<file path="src/hdl/spi_defs.svh">
// constants for the serial port engine and its receive buffer
// assumes inclusion by bare name from the main module
`ifndef SPI_DEFS_SVH
`define SPI_DEFS_SVH
`define BYTE_W 8
`define CAPTURES_PER_BYTE 4'd8
`define LAST_CAPTURE 4'd7
`define TOGGLES_PER_BYTE 5'd16
`define HALF_BASE 10'd2
`define PIN_SYNC_RESET 4'h1
`define RX_FIFO_DEPTH 16
`endif

</file>
<file path="src/hdl/spi_pkg.sv">
// types shared by the serial port engine
// assumes spi_defs.svh is on the include path
package spi_pkg;
   typedef enum logic [1:0]
   {
      st_idle = 2'b01,
      st_run = 2'b10
   } xfer_state_type;
endpackage

</file>
<file path="src/hdl/spi_rx_fifo.sv">
// receive buffer: valid/ready fifo with width and depth parameters
// assumes one clock, synchronous active-low reset
`timescale 1ns/1ps
module spi_rx_fifo
#(
   parameter int WIDTH = 8,
   parameter int DEPTH = 16
)
(
   // clock and reset
   input wire logic clk_i,
   input wire logic reset_n_i,
   // fill side
   input wire logic in_valid_i,
   output logic in_ready_o,
   input wire logic [WIDTH-1:0] in_data_i,
   // drain side
   output logic out_valid_o,
   input wire logic out_ready_i,
   output logic [WIDTH-1:0] out_data_o
);
   localparam int AW = (DEPTH > 1) ? $clog2(DEPTH) : 1;

   generate
      if (DEPTH < 2 || (1 << AW) != DEPTH || WIDTH < 1)
      begin : g_bad
         $error("fifo depth must be a power of two, two or more");
      end
   endgenerate

   logic [WIDTH-1:0] mem [DEPTH];
   logic [AW:0] wr_ptr;
   logic [AW:0] rd_ptr;
   logic push;
   logic pop;

   // extra pointer bit tells full from empty
   assign in_ready_o = !((wr_ptr[AW] != rd_ptr[AW]) &&
                         (wr_ptr[AW-1:0] == rd_ptr[AW-1:0]));
   assign out_valid_o = (wr_ptr != rd_ptr);
   assign push = in_valid_i && in_ready_o;
   assign pop = out_valid_o && out_ready_i;
   assign out_data_o = mem[rd_ptr[AW-1:0]];

   always_ff @(posedge clk_i)
   begin
      if (push)
      begin
         mem[wr_ptr[AW-1:0]] <= in_data_i;
      end
   end

   always_ff @(posedge clk_i)
   begin
      if (!reset_n_i)
      begin
         wr_ptr <= '0;
         rd_ptr <= '0;
      end
      else
      begin
         if (push)
         begin
            wr_ptr <= wr_ptr + 1'b1;
         end
         if (pop)
         begin
            rd_ptr <= rd_ptr + 1'b1;
         end
      end
   end
endmodule

</file>
<file path="src/hdl/spi_master_slave_engine.sv">
// byte-wide full-duplex serial port, master or slave
// assumes cpu strobes on clk_i; link pins asynchronous, synchronised here
`timescale 1ns/1ps
`include "spi_defs.svh"
module spi_master_slave_engine
   import spi_pkg::*;
#(
   parameter int FIFO_DEPTH = `RX_FIFO_DEPTH
)
(
   // clock and reset
   input wire logic clk_i,
   input wire logic reset_n_i,
   // control register write
   input wire logic ctrl_write_i,
   input wire logic port_irq_enable_i,
   input wire logic port_enable_i,
   input wire logic master_select_i,
   input wire logic cpol_i,
   input wire logic cpha_i,
   input wire logic [2:0] baud_rate_field_i,
   // control/status register access
   input wire logic csr_read_i,
   input wire logic csr_write_i,
   input wire logic select_soft_manage_i,
   input wire logic select_soft_level_i,
   // data register access
   input wire logic dr_write_i,
   input wire logic [`BYTE_W-1:0] dr_wdata_i,
   input wire logic dr_read_i,
   output logic [`BYTE_W-1:0] dr_rdata_o,
   output logic rx_valid_o,
   // cpu interrupt mask
   input wire logic cpu_int_mask_i,
   // state
   output logic port_enable_o,
   output logic master_select_o,
   output logic transfer_done_flag_o,
   output logic mode_fault_flag_o,
   output logic overrun_flag_o,
   output logic write_collision_flag_o,
   output logic irq_o,
   // link pins
   input wire logic sck_i,
   output logic sck_o,
   output logic sck_oe_n_o,
   input wire logic mosi_i,
   output logic mosi_o,
   output logic mosi_oe_n_o,
   input wire logic miso_i,
   output logic miso_o,
   output logic miso_oe_n_o,
   input wire logic ss_n_i
);
   generate
      if (FIFO_DEPTH < 2)
      begin : g_bad
         $error("receive buffer needs two or more entries");
      end
   endgenerate

   // control and status
   logic irq_en;
   logic port_en;
   logic master;
   logic cpol;
   logic cpha;
   logic [2:0] baud;
   logic soft_manage;
   logic soft_level;
   logic done_flag;
   logic csr_seen;
   logic mode_fault_flag;
   logic mode_fault_flag_read_seen;
   logic overrun_flag;
   logic write_collision_flag;
   logic write_collision_flag_seen;
   // pins: {sck, mosi, miso, ss_n}
   logic [3:0] pin_meta;
   logic [3:0] pin_sync;
   // transfer engine
   xfer_state_type state;
   logic [`BYTE_W-1:0] sh;
   logic cap;
   logic [3:0] cap_cnt;
   logic [9:0] half_cnt;
   logic [9:0] half_len;
   logic [4:0] tog_cnt;
   logic sck_gen;
   logic sck_prev;
   logic sck_now;
   logic lead;
   logic trail;
   logic cap_edge;
   logic shift_edge;
   logic din;
   logic ss_int_n;
   logic xfer_en;
   logic busy;
   logic dr_block;
   logic wr_ok;
   logic write_collision_flag_event;
   logic start_master;
   logic fault_event;
   logic xfer_done;
   logic done_clear;
   logic ovr_event;
   logic fifo_in_ready;
   logic ctrl_allow;

   // two flops before any logic reads a pin
   always_ff @(posedge clk_i)
   begin
      if (!reset_n_i)
      begin
         pin_meta <= `PIN_SYNC_RESET;
         pin_sync <= `PIN_SYNC_RESET;
      end
      else
      begin
         pin_meta <= {sck_i, mosi_i, miso_i, ss_n_i};
         pin_sync <= pin_meta;
      end
   end

   assign ss_int_n = soft_manage ? soft_level : pin_sync[0];
   assign fault_event = port_en && master && !ss_int_n;
   assign ctrl_allow = !mode_fault_flag || mode_fault_flag_read_seen;

   // control register; fault overrides a same-cycle write of enable and master
   always_ff @(posedge clk_i)
   begin
      if (!reset_n_i)
      begin
         irq_en <= 1'b0;
         port_en <= 1'b0;
         master <= 1'b0;
         cpol <= 1'b0;
         cpha <= 1'b0;
         baud <= '0;
      end
      else
      begin
         if (ctrl_write_i)
         begin
            irq_en <= port_irq_enable_i;
            cpol <= cpol_i;
            cpha <= cpha_i;
            baud <= baud_rate_field_i;
            port_en <= port_enable_i && ctrl_allow;
            master <= master_select_i && ctrl_allow;
         end
         if (fault_event)
         begin
            port_en <= 1'b0;
            master <= 1'b0;
         end
      end
   end

   always_ff @(posedge clk_i)
   begin
      if (!reset_n_i)
      begin
         soft_manage <= 1'b0;
         soft_level <= 1'b0;
      end
      else if (csr_write_i)
      begin
         soft_manage <= select_soft_manage_i;
         soft_level <= select_soft_level_i;
      end
   end

   // mode fault flag and its clearing sequence; set wins
   always_ff @(posedge clk_i)
   begin
      if (!reset_n_i)
      begin
         mode_fault_flag <= 1'b0;
         mode_fault_flag_read_seen <= 1'b0;
      end
      else
      begin
         if (fault_event)
         begin
            mode_fault_flag <= 1'b1;
         end
         else if (ctrl_write_i && mode_fault_flag_read_seen)
         begin
            mode_fault_flag <= 1'b0;
         end
         if (!mode_fault_flag || ctrl_write_i)
         begin
            mode_fault_flag_read_seen <= 1'b0;
         end
         else if (csr_read_i)
         begin
            mode_fault_flag_read_seen <= 1'b1;
         end
      end
   end

   // edge finder works on generated or sampled clock alike
   assign sck_now = master ? sck_gen : pin_sync[3];
   assign lead = (sck_prev == cpol) && (sck_now != cpol);
   assign trail = (sck_prev != cpol) && (sck_now == cpol);
   assign cap_edge = cpha ? trail : lead;
   assign shift_edge = cpha ? lead : trail;
   assign din = master ? pin_sync[1] : pin_sync[2];
   assign xfer_en = port_en && (master ? (state == st_run) : !ss_int_n);
   // phase zero slave is busy for as long as it is selected
   assign busy = (state == st_run) ||
                 (port_en && !master && !cpha && !ss_int_n);
   assign dr_block = done_flag && !csr_seen;
   assign wr_ok = dr_write_i && !dr_block && !busy;
   assign write_collision_flag_event = dr_write_i && !dr_block && busy;
   assign start_master = wr_ok && master && port_en;
   assign half_len = `HALF_BASE << baud;
   assign xfer_done = xfer_en && ((cpha && cap_edge &&
                      cap_cnt == `LAST_CAPTURE) ||
                      (!cpha && shift_edge &&
                      cap_cnt == `CAPTURES_PER_BYTE));
   assign ovr_event = xfer_done && (done_flag || !fifo_in_ready);

   always_ff @(posedge clk_i)
   begin
      if (!reset_n_i)
      begin
         sck_prev <= 1'b0;
      end
      else
      begin
         sck_prev <= sck_now;
      end
   end

   // transfer sequencing
   always_ff @(posedge clk_i)
   begin
      if (!reset_n_i)
      begin
         state <= st_idle;
         cap_cnt <= '0;
      end
      else
      begin
         case (state)
            st_idle:
            begin
               if (start_master)
               begin
                  state <= st_run;
               end
               else if (xfer_en && (lead || trail))
               begin
                  state <= st_run;
               end
            end
            st_run:
            begin
               if (!port_en || (!master && ss_int_n) || xfer_done)
               begin
                  state <= st_idle;
               end
            end
            default:
            begin
               state <= st_idle;
            end
         endcase
         if (!xfer_en || xfer_done)
         begin
            cap_cnt <= '0;
         end
         else if (cap_edge)
         begin
            cap_cnt <= cap_cnt + 1'b1;
         end
      end
   end

   // shift register: load on accepted write, shift per edge
   always_ff @(posedge clk_i)
   begin
      if (!reset_n_i)
      begin
         sh <= '0;
         cap <= 1'b0;
      end
      else
      begin
         if (state == st_idle && wr_ok)
         begin
            sh <= dr_wdata_i;
         end
         else if (xfer_en)
         begin
            if (cap_edge)
            begin
               cap <= din;
            end
            if (cpha && cap_edge && cap_cnt == `LAST_CAPTURE)
            begin
               sh <= {sh[`BYTE_W-2:0], din};
            end
            else if (shift_edge && cap_cnt != '0)
            begin
               sh <= {sh[`BYTE_W-2:0], cap};
            end
         end
      end
   end

   // master clock generator; idles at the chosen polarity
   always_ff @(posedge clk_i)
   begin
      if (!reset_n_i)
      begin
         sck_gen <= 1'b0;
         half_cnt <= '0;
         tog_cnt <= '0;
      end
      else if (state != st_run || !master)
      begin
         sck_gen <= cpol;
         half_cnt <= '0;
         tog_cnt <= '0;
      end
      else if (half_cnt == half_len - 10'd1)
      begin
         half_cnt <= '0;
         if (tog_cnt != `TOGGLES_PER_BYTE)
         begin
            sck_gen <= !sck_gen;
            tog_cnt <= tog_cnt + 5'd1;
         end
      end
      else
      begin
         half_cnt <= half_cnt + 10'd1;
      end
   end

   // completion flag, clear sequence; set wins over clear
   assign done_clear = csr_seen &&
                       (dr_read_i || (!master && dr_write_i));
   always_ff @(posedge clk_i)
   begin
      if (!reset_n_i)
      begin
         done_flag <= 1'b0;
         csr_seen <= 1'b0;
      end
      else
      begin
         if (xfer_done)
         begin
            done_flag <= 1'b1;
         end
         else if (done_clear)
         begin
            done_flag <= 1'b0;
         end
         if (!done_flag || done_clear)
         begin
            csr_seen <= 1'b0;
         end
         else if (csr_read_i || csr_write_i)
         begin
            csr_seen <= 1'b1;
         end
      end
   end

   // overrun clears on status read alone; collision by read then data
   always_ff @(posedge clk_i)
   begin
      if (!reset_n_i)
      begin
         overrun_flag <= 1'b0;
         write_collision_flag <= 1'b0;
         write_collision_flag_seen <= 1'b0;
      end
      else
      begin
         if (ovr_event)
         begin
            overrun_flag <= 1'b1;
         end
         else if (csr_read_i)
         begin
            overrun_flag <= 1'b0;
         end
         if (write_collision_flag_event)
         begin
            write_collision_flag <= 1'b1;
         end
         else if (write_collision_flag_seen && (dr_read_i || dr_write_i))
         begin
            write_collision_flag <= 1'b0;
         end
         if (!write_collision_flag)
         begin
            write_collision_flag_seen <= 1'b0;
         end
         else if (csr_read_i)
         begin
            write_collision_flag_seen <= 1'b1;
         end
      end
   end

   // only the first byte after a clear enters the buffer
   spi_rx_fifo
   #(
      .WIDTH(`BYTE_W),
      .DEPTH(FIFO_DEPTH)
   )
   u_rx_fifo
   (
      .clk_i(clk_i),
      .reset_n_i(reset_n_i),
      .in_valid_i(xfer_done && !done_flag),
      .in_ready_o(fifo_in_ready),
      // last bit joins here; phase zero holds it in cap until the trail
      .in_data_i({sh[`BYTE_W-2:0], cpha ? din : cap}),
      .out_valid_o(rx_valid_o),
      .out_ready_i(dr_read_i),
      .out_data_o(dr_rdata_o)
   );

   // collision flag is status only, never an interrupt source
   assign irq_o = irq_en && !cpu_int_mask_i &&
                  (done_flag || mode_fault_flag || overrun_flag);

   // pins; enables low while driving, all released when disabled
   assign sck_o = sck_gen;
   assign mosi_o = sh[`BYTE_W-1];
   assign miso_o = sh[`BYTE_W-1];
   assign sck_oe_n_o = !(port_en && master);
   assign mosi_oe_n_o = !(port_en && master);
   assign miso_oe_n_o = !(port_en && !master && !ss_int_n);
   assign port_enable_o = port_en;
   assign master_select_o = master;
   assign transfer_done_flag_o = done_flag;
   assign mode_fault_flag_o = mode_fault_flag;
   assign overrun_flag_o = overrun_flag;
   assign write_collision_flag_o = write_collision_flag;

   a_fault_drops_master: assert property (
      @(posedge clk_i) disable iff (!reset_n_i)
      fault_event |=> !port_en && !master && mode_fault_flag && sck_oe_n_o)
      else $error("mode fault did not drop enable and master");
   a_fault_refuses_set: assert property (
      @(posedge clk_i) disable iff (!reset_n_i)
      mode_fault_flag && !mode_fault_flag_read_seen && ctrl_write_i |=> !port_en && !master)
      else $error("enable set while fault flag pending");
   a_fault_clear_seq: assert property (
      @(posedge clk_i) disable iff (!reset_n_i)
      mode_fault_flag && mode_fault_flag_read_seen && ctrl_write_i && !fault_event |=> !mode_fault_flag)
      else $error("fault flag not cleared by control write");
   a_done_sets_flag: assert property (
      @(posedge clk_i) disable iff (!reset_n_i)
      xfer_done |=> done_flag && state == st_idle)
      else $error("completion did not set done flag");
   a_overrun_keeps: assert property (
      @(posedge clk_i) disable iff (!reset_n_i)
      xfer_done && done_flag |=> overrun_flag && $stable(rx_valid_o))
      else $error("overrun not flagged or byte pushed");
   a_ovr_read_clear: assert property (
      @(posedge clk_i) disable iff (!reset_n_i)
      csr_read_i && !ovr_event |=> !overrun_flag)
      else $error("overrun flag survived status read");
   a_blocked_write: assert property (
      @(posedge clk_i) disable iff (!reset_n_i)
      dr_block && dr_write_i && state == st_idle |=>
      $stable(sh) && !$rose(write_collision_flag))
      else $error("data write taken while done flag pending");
   a_write_collision_flag_no_irq: assert property (
      @(posedge clk_i) disable iff (!reset_n_i)
      write_collision_flag && !done_flag && !mode_fault_flag && !overrun_flag |-> !irq_o)
      else $error("collision flag raised interrupt");
   a_irq_gating: assert property (
      @(posedge clk_i) disable iff (!reset_n_i)
      irq_en && !cpu_int_mask_i && (done_flag || mode_fault_flag || overrun_flag) |-> irq_o)
      else $error("enabled event without interrupt");
   a_rx_buffered: assert property (
      @(posedge clk_i) disable iff (!reset_n_i)
      xfer_done && !done_flag && fifo_in_ready |=> rx_valid_o)
      else $error("received byte not buffered");
endmodule

</file>
<file path="config.mk">
export PLATFORM = sky130hd
export DESIGN_NAME = spi_master_slave_engine
export DESIGN_NICKNAME = d
export VERILOG_FILES = /design/src/hdl/spi_pkg.sv /design/src/hdl/spi_rx_fifo.sv /design/src/hdl/spi_master_slave_engine.sv
export VERILOG_INCLUDE_DIRS = /design/src /design/src/hdl
export SDC_FILE = /design/constraint.sdc
export NUM_CORES = 1
export LEC_CHECK = 0
export BUFFER_PORTS_ARGS = -buffer_cell sky130_fd_sc_hd__buf_2
export CORE_UTILIZATION = 46
export CTS_BUF_LIST = sky130_fd_sc_hd__clkbuf_16
export DETAILED_ROUTE_END_ITERATION = 6
export SLEW_MARGIN = 20
export SYNTH_ARGS = -nofsm -noshare
export SYNTH_HDL_FRONTEND = slang
export SYNTH_HIERARCHICAL = 1
export SYNTH_SLANG_ARGS = --single-unit
</file>
<file path="constraint.sdc">
create_clock -name clk_i -period 4.1 [get_ports clk_i]
set_clock_uncertainty 0.15 [all_clocks]
set_input_delay 0.615 -clock clk_i [delete_from_list [all_inputs] [get_ports clk_i]]
set_output_delay 0.615 -clock clk_i [all_outputs]
set_load 0.01 [all_outputs]
</file>
== After elaboration in Yosys (flattened, before gate mapping) ==
Memories as Yosys holds them, arrays and structs flattened. A register that Yosys moved wholly into a read port is not among the register bits.
Cells that the tools add are included.
Storage, ports and cells
  register bits after elaboration: 67
  memories: 1
  input port bits: 30
  memory bits (writable): 128
Memories
  u_rx_fifo.mem: words 16, width 8, read ports 1, clocked after memory_dff 1, write ports 1, line spi_rx_fifo.sv:31  | logic [WIDTH-1:0] mem [DEPTH];
Operators by class
  bitwise gates (word level): 2
  add/subtract/negate cells: 6
  equality and inequality tests: 16
  reduce and logical (&&, ||, !) cells: 89
  shifts and indexed selects: 1
  mux-type cells: 30
Operator list (number)
  $logic_and A1 B1 Y1: 37
  $mux W8: 4
  $mux W1: 20
  $logic_or A1 B1 Y1: 16
  $add A5 B1 Y5 const B: 3
  $logic_not A1 Y1: 15
  $reduce_bool A2 Y1: 7
  $add A10 B1 Y10 const B: 1
  $eq A10 B10 Y1: 1
  $reduce_and A2 Y1: 5
  $reduce_or A2 Y1: 5
  $shl A2 B3 Y10 const A: 1
  $sub A10 B1 Y10 const B: 1
  $mux W4: 2
  $mux W2: 3
  $ne A5 B5 Y1: 1
  $ne A5 B5 Y1 const B: 1
  $add A4 B1 Y4 const B: 1
  $eq A4 B3 Y1 const B: 1
  $eq A4 B4 Y1: 1
  $eq A4 B4 Y1 const B: 1
  $pmux W2 S2: 1
  $reduce_bool A4 Y1: 1
  $ne A1 B1 Y1: 3
  10 further kinds: 12

== Longest topological paths before layout ==
  depth in word-level cells: 12
  mapped depth: 12
  mapped depth without buffers: 10

== By module ==
Netlist, hierarchy kept.
Modules (own cells, without submodules)
  spi_rx_fifo: times used 1, area each 5821.8 um^2, sequential area each 4124.0 um^2, cells each 284
  spi_master_slave_engine: times used 1, area each 2860.2 um^2, sequential area each 1141.1 um^2, cells each 320

== Least setup slack after synthesis ==
OpenSTA, ideal clock, no wires.
  path kind: register to register
  from: register master (netlist: master_select_o)
  to: memory u_rx_fifo.mem[10][0], enable pin
  path buffers: 2
  setup slack: 1.143 ns
  clock period less this slack: 2.957 ns
  arrival time: 2.475 ns
  required time: 3.618 ns
  cell stages (with the launch flop): 13
  setup time: 0.332 ns
  cell sequence: dfxtp_1 buf_2 mux2i_1 xnor2_1 inv_1 ha_1 o21ai_0 nand2b_1 nor2_1 inv_1 a21oi_2 buf_2 and3_1
Between the ends
  cells in the longest elaborated chain, start to end: 12
Ends and longest elaborated chain
  start: declaration: line spi_master_slave_engine.sv:65  | logic master;
  start signal: assignment: line spi_master_slave_engine.sv:151  | master <= master_select_i && ctrl_allow;
  $mux W1: line spi_master_slave_engine.sv:205  | assign sck_now = master ? sck_gen : pin_sync[3];
  $ne A1 B1 Y1 / $eq A1 B1 Y1 (equally long branches): line spi_master_slave_engine.sv:206, spi_master_slave_engine.sv:207
  $logic_and A1 B1 Y1, on equally long branches: line spi_master_slave_engine.sv:206, spi_master_slave_engine.sv:207
  $mux W1, on equally long branches: line spi_master_slave_engine.sv:208, spi_master_slave_engine.sv:209
  $logic_and A1 B1 Y1, on equally long branches: line spi_master_slave_engine.sv:220, spi_master_slave_engine.sv:222
  $logic_and A1 B1 Y1 (no source line)
  $logic_or A1 B1 Y1: line spi_master_slave_engine.sv:220  | assign xfer_done = xfer_en && ((cpha && cap_edge &&
  $logic_and A1 B1 Y1 *: line spi_master_slave_engine.sv:220
  $logic_and A1 B1 Y1 *: line spi_master_slave_engine.sv:424  | .in_valid_i(xfer_done && !done_flag),
  $logic_and A1 B1 Y1 *: line spi_rx_fifo.sv:41  | assign push = in_valid_i && in_ready_o;
  $mux W1 *: line spi_rx_fifo.sv:47  | if (push)
  $mux W1 (not written as such) *: line spi_rx_fifo.sv:49  | mem[wr_ptr[AW-1:0]] <= in_data_i;
  end: declaration: line spi_rx_fifo.sv:31
Every way passes the cells marked *; elsewhere a longest branch is shown, timed or not.

== Worst setup path after layout ==
  from: register master (netlist: master_select_o)
  to: memory u_rx_fifo.mem[13][2], enable pin
Same word-level chain as after synthesis.

==> results_dict.tcl <==
set metrics [dict create \
    status "finished clean" \
    cp_common_cell "inv_1" \
    worst_slack_ps 792 \
    ys_async_sr_fraction_pct 0 \
    fmax_mhz 302 \
    end_kind "flip-flop" \
    synth-edff-count 128 \
    cp_data_required_time_ps 4030 \
    cts_buffers 17 \
    crit_buf_inv 3 \
    final_cell_area_um2 9650 \
    synth_nets 647 \
    nNetsFinal 695 \
    num_antenna_cells 0 \
    critPathKind "reg -> reg" \
    synth_seq_cells 199 \
    grt_antenna_before_repair 0 \
    cp_cell_sequence "mux2i_1, xnor2_1, inv_1, ha_1, o21ai_0, nand2b_1, nor2_1, inv_1, a21oi_2, buf_4, and3_1" \
    clock_sinks 199 \
    crit_arrival_ps 3240 \
    ys_seq_area_share_pct 60.6 \
    grt_pass1_vias 5122 \
    cts_tree "yes" \
    whs_ps 217 \
    drcViolationCount 0 \
    final_cell_mix "edfxtp_1, dfxtp_1, buf_2, nor2_1, nand2_1" \
    pre_cts_ws_ps 849 \
    min_period_over_period_pct 80.7 \
    rsz0062_at_grt "no" \
    cp_slowest_cell "dfxtp_1" \
    tightest_slew_ps 985 \
    hold_violations 0 \
    initial_core_util_pct 47.7 \
    first_pass_iters 5 \
    io_pins 52 \
    min_period_ps 3310 \
    drv_cap 0 \
    rr_worst_depth 11 \
    utilization_pct 53.0 \
    drive_gt1_share_pct 18.2 \
    area_delta_synth_final_pct 11.2 \
    post_cts_resized 0 \
    setup_viol 0 \
    numPlacedInstances 862 \
    cts_setup_buffers 0 \
    die_h_um 139 \
    drtIter0Drc 343 \
    ir_drop_mv 0.298 \
    drt_wl_total_um 17900 \
    root_buffer "clkbuf_16" \
    startpoint_type "flip-flop" \
    hold_depth 2 \
    dieArea_um2 19400 \
    overflow 0 \
    holdCritStartpoint "ss_n_i" \
    path_max_fanout 17 \
    h-tree-depth 4 \
    r2r_start "master_select_o" \
    finalMaxSlewViolations 0 \
    synth_cell_types 68 \
    postPlaceCellArea_um2 9090 \
    clkTransAtPathRegs_ps 70 \
    fp.dieW_um 139 \
    min_to "pin_meta[0]" \
    max_slew_margin_pct 34.3 \
    grt_pass1_wl_um 28600 \
    placementRows 49 \
    wl_per_cell_um 20.1 \
    syn_area_um2 8680 \
    core_area_um2 18200 \
    vias 5149 \
    grt_use_total_pct 19.8 \
    power.total_mw 4.09 \
    worstHoldPathType "in -> reg" \
    fillerInstances 1466 \
    ant_nets 0 \
    via_per_inst 5.76 \
    reg2reg_to "u_rx_fifo/mem[13][2]" \
    clk_latency_ps 430 \
    yosys_warnings 6 \
    io_buffers 51 \
    final_common_cell "edfxtp_1" \
    stdcell_count 894 \
    p_leak_nw 3.35 \
    power_density_nw_per_um2 424 \
    setup-tns-final_ps 0 \
    grt_max_degree 40 \
    ys.flop_type "edfxtp_1" \
    gp_congestion 0.811 \
    synthCells 604 \
    critPathTopFamily "simple AND/OR/NAND/NOR gates" \
    cts.path.max_buffers 2 \
    rrSetupSlack_ps 790 \
    ctsHoldBuffers 0 \
    dp_hpwl_um 12400 \
    cpPeakStageDelay_ps 470 \
    syn_area_per_cell_um2 14.4 \
]
[cells in the mapped netlist, types with 5 or more instances]
cell type | number | share of area [%]
o21ai_0 | 8 | 0.46
nand2b_1 | 12 | 0.86
o211ai_1 | 5 | 0.43
mux4_1 | 24 | 7.3
mux2i_1 | 23 | 2.7
mux4_2 | 16 | 4.2
nand4_1 | 7 | 0.50
nor2_1 | 42 | 1.8
nor3_1 | 8 | 0.46
buf_2 | 8 | 0.46
and2_1 | 9 | 0.65
inv_1 | 22 | 0.95
ha_1 | 13 | 1.9
buf_1 | 5 | 0.22
xnor2_1 | 11 | 1.1
nand3_1 | 23 | 1.3
clkbuf_1 | 7 | 0.30
a21oi_1 | 16 | 0.92
edfxtp_1 | 128 | 44
and3_1 | 19 | 1.4
dfxtp_1 | 71 | 16
a311oi_1 | 8 | 0.81
xor2_1 | 12 | 1.2
nand2_1 | 37 | 1.6
[cells by family after synthesis]
family,count (synthesis),share of synthesized area [%]
XOR/XNOR,23,2.32
AO/OA/AOI/OAI,68,6.41
flip-flops,199,60.6
multiplexers,66,14.5
buffers and inverters,52,3.24
AND/OR/NAND/NOR,183,11.0
adder cells (fa/ha/maj),13,1.87
[registers in the layout (all words and copies together) (netlist names), 2 cells and up, named ones only]
register          flops
u_rx_fifo/wr_ptr      5
state                 2
pin_sync              4
cap_cnt               4
tog_cnt               5
baud                  3
sh                    8
u_rx_fifo/rd_ptr      5
u_rx_fifo/mem       128
pin_meta              4
half_cnt             10
[how the worst max path moves through the flow]
stage / start / end / cells after the start
6_report: master_select_o / u_rx_fifo/mem[13][2] / 11
5_1_grt: master_select_o / u_rx_fifo/mem[13][2] / 11
4_1_cts: flip-flop / dr_rdata_o[6] / 4
3_5_place_dp: master_select_o / u_rx_fifo/mem[13][6] / 11
3_3_place_gp: master_select_o / u_rx_fifo/mem[13][1] / 11
2_1_floorplan: master_select_o / u_rx_fifo/mem[10][0] / 12
[power by group]
part	switching, mW	internal [mW]
registers	0.0668	2.16
logic	0.147	0.145
clock network	0.768	0.803
[final cells by class]
cell class | instances | area (um^2) | share of cell area, %
sequential | 199 | 5270 | 54.5
multi-input combinational | 353 | 3140 | 32.5
clock buffer | 17 | 425 | 4.41
timing repair buffer | 59 | 315 | 3.27
tap | 229 | 287 | 2.97
clock inverter | 15 | 139 | 1.44
inverter | 22 | 82.6 | 0.855
[routing by layer]
metal	part of all wire [%]	global-route usage, %	up-vias
met1	43	25.2	2567
met4	1.3	5.73	0
met2	51	33.7	146
met3	5.1	4.71	16
met5	0	0	-
li1	-	-	2420
Note: power is estimated with default switching activity, not from simulation.
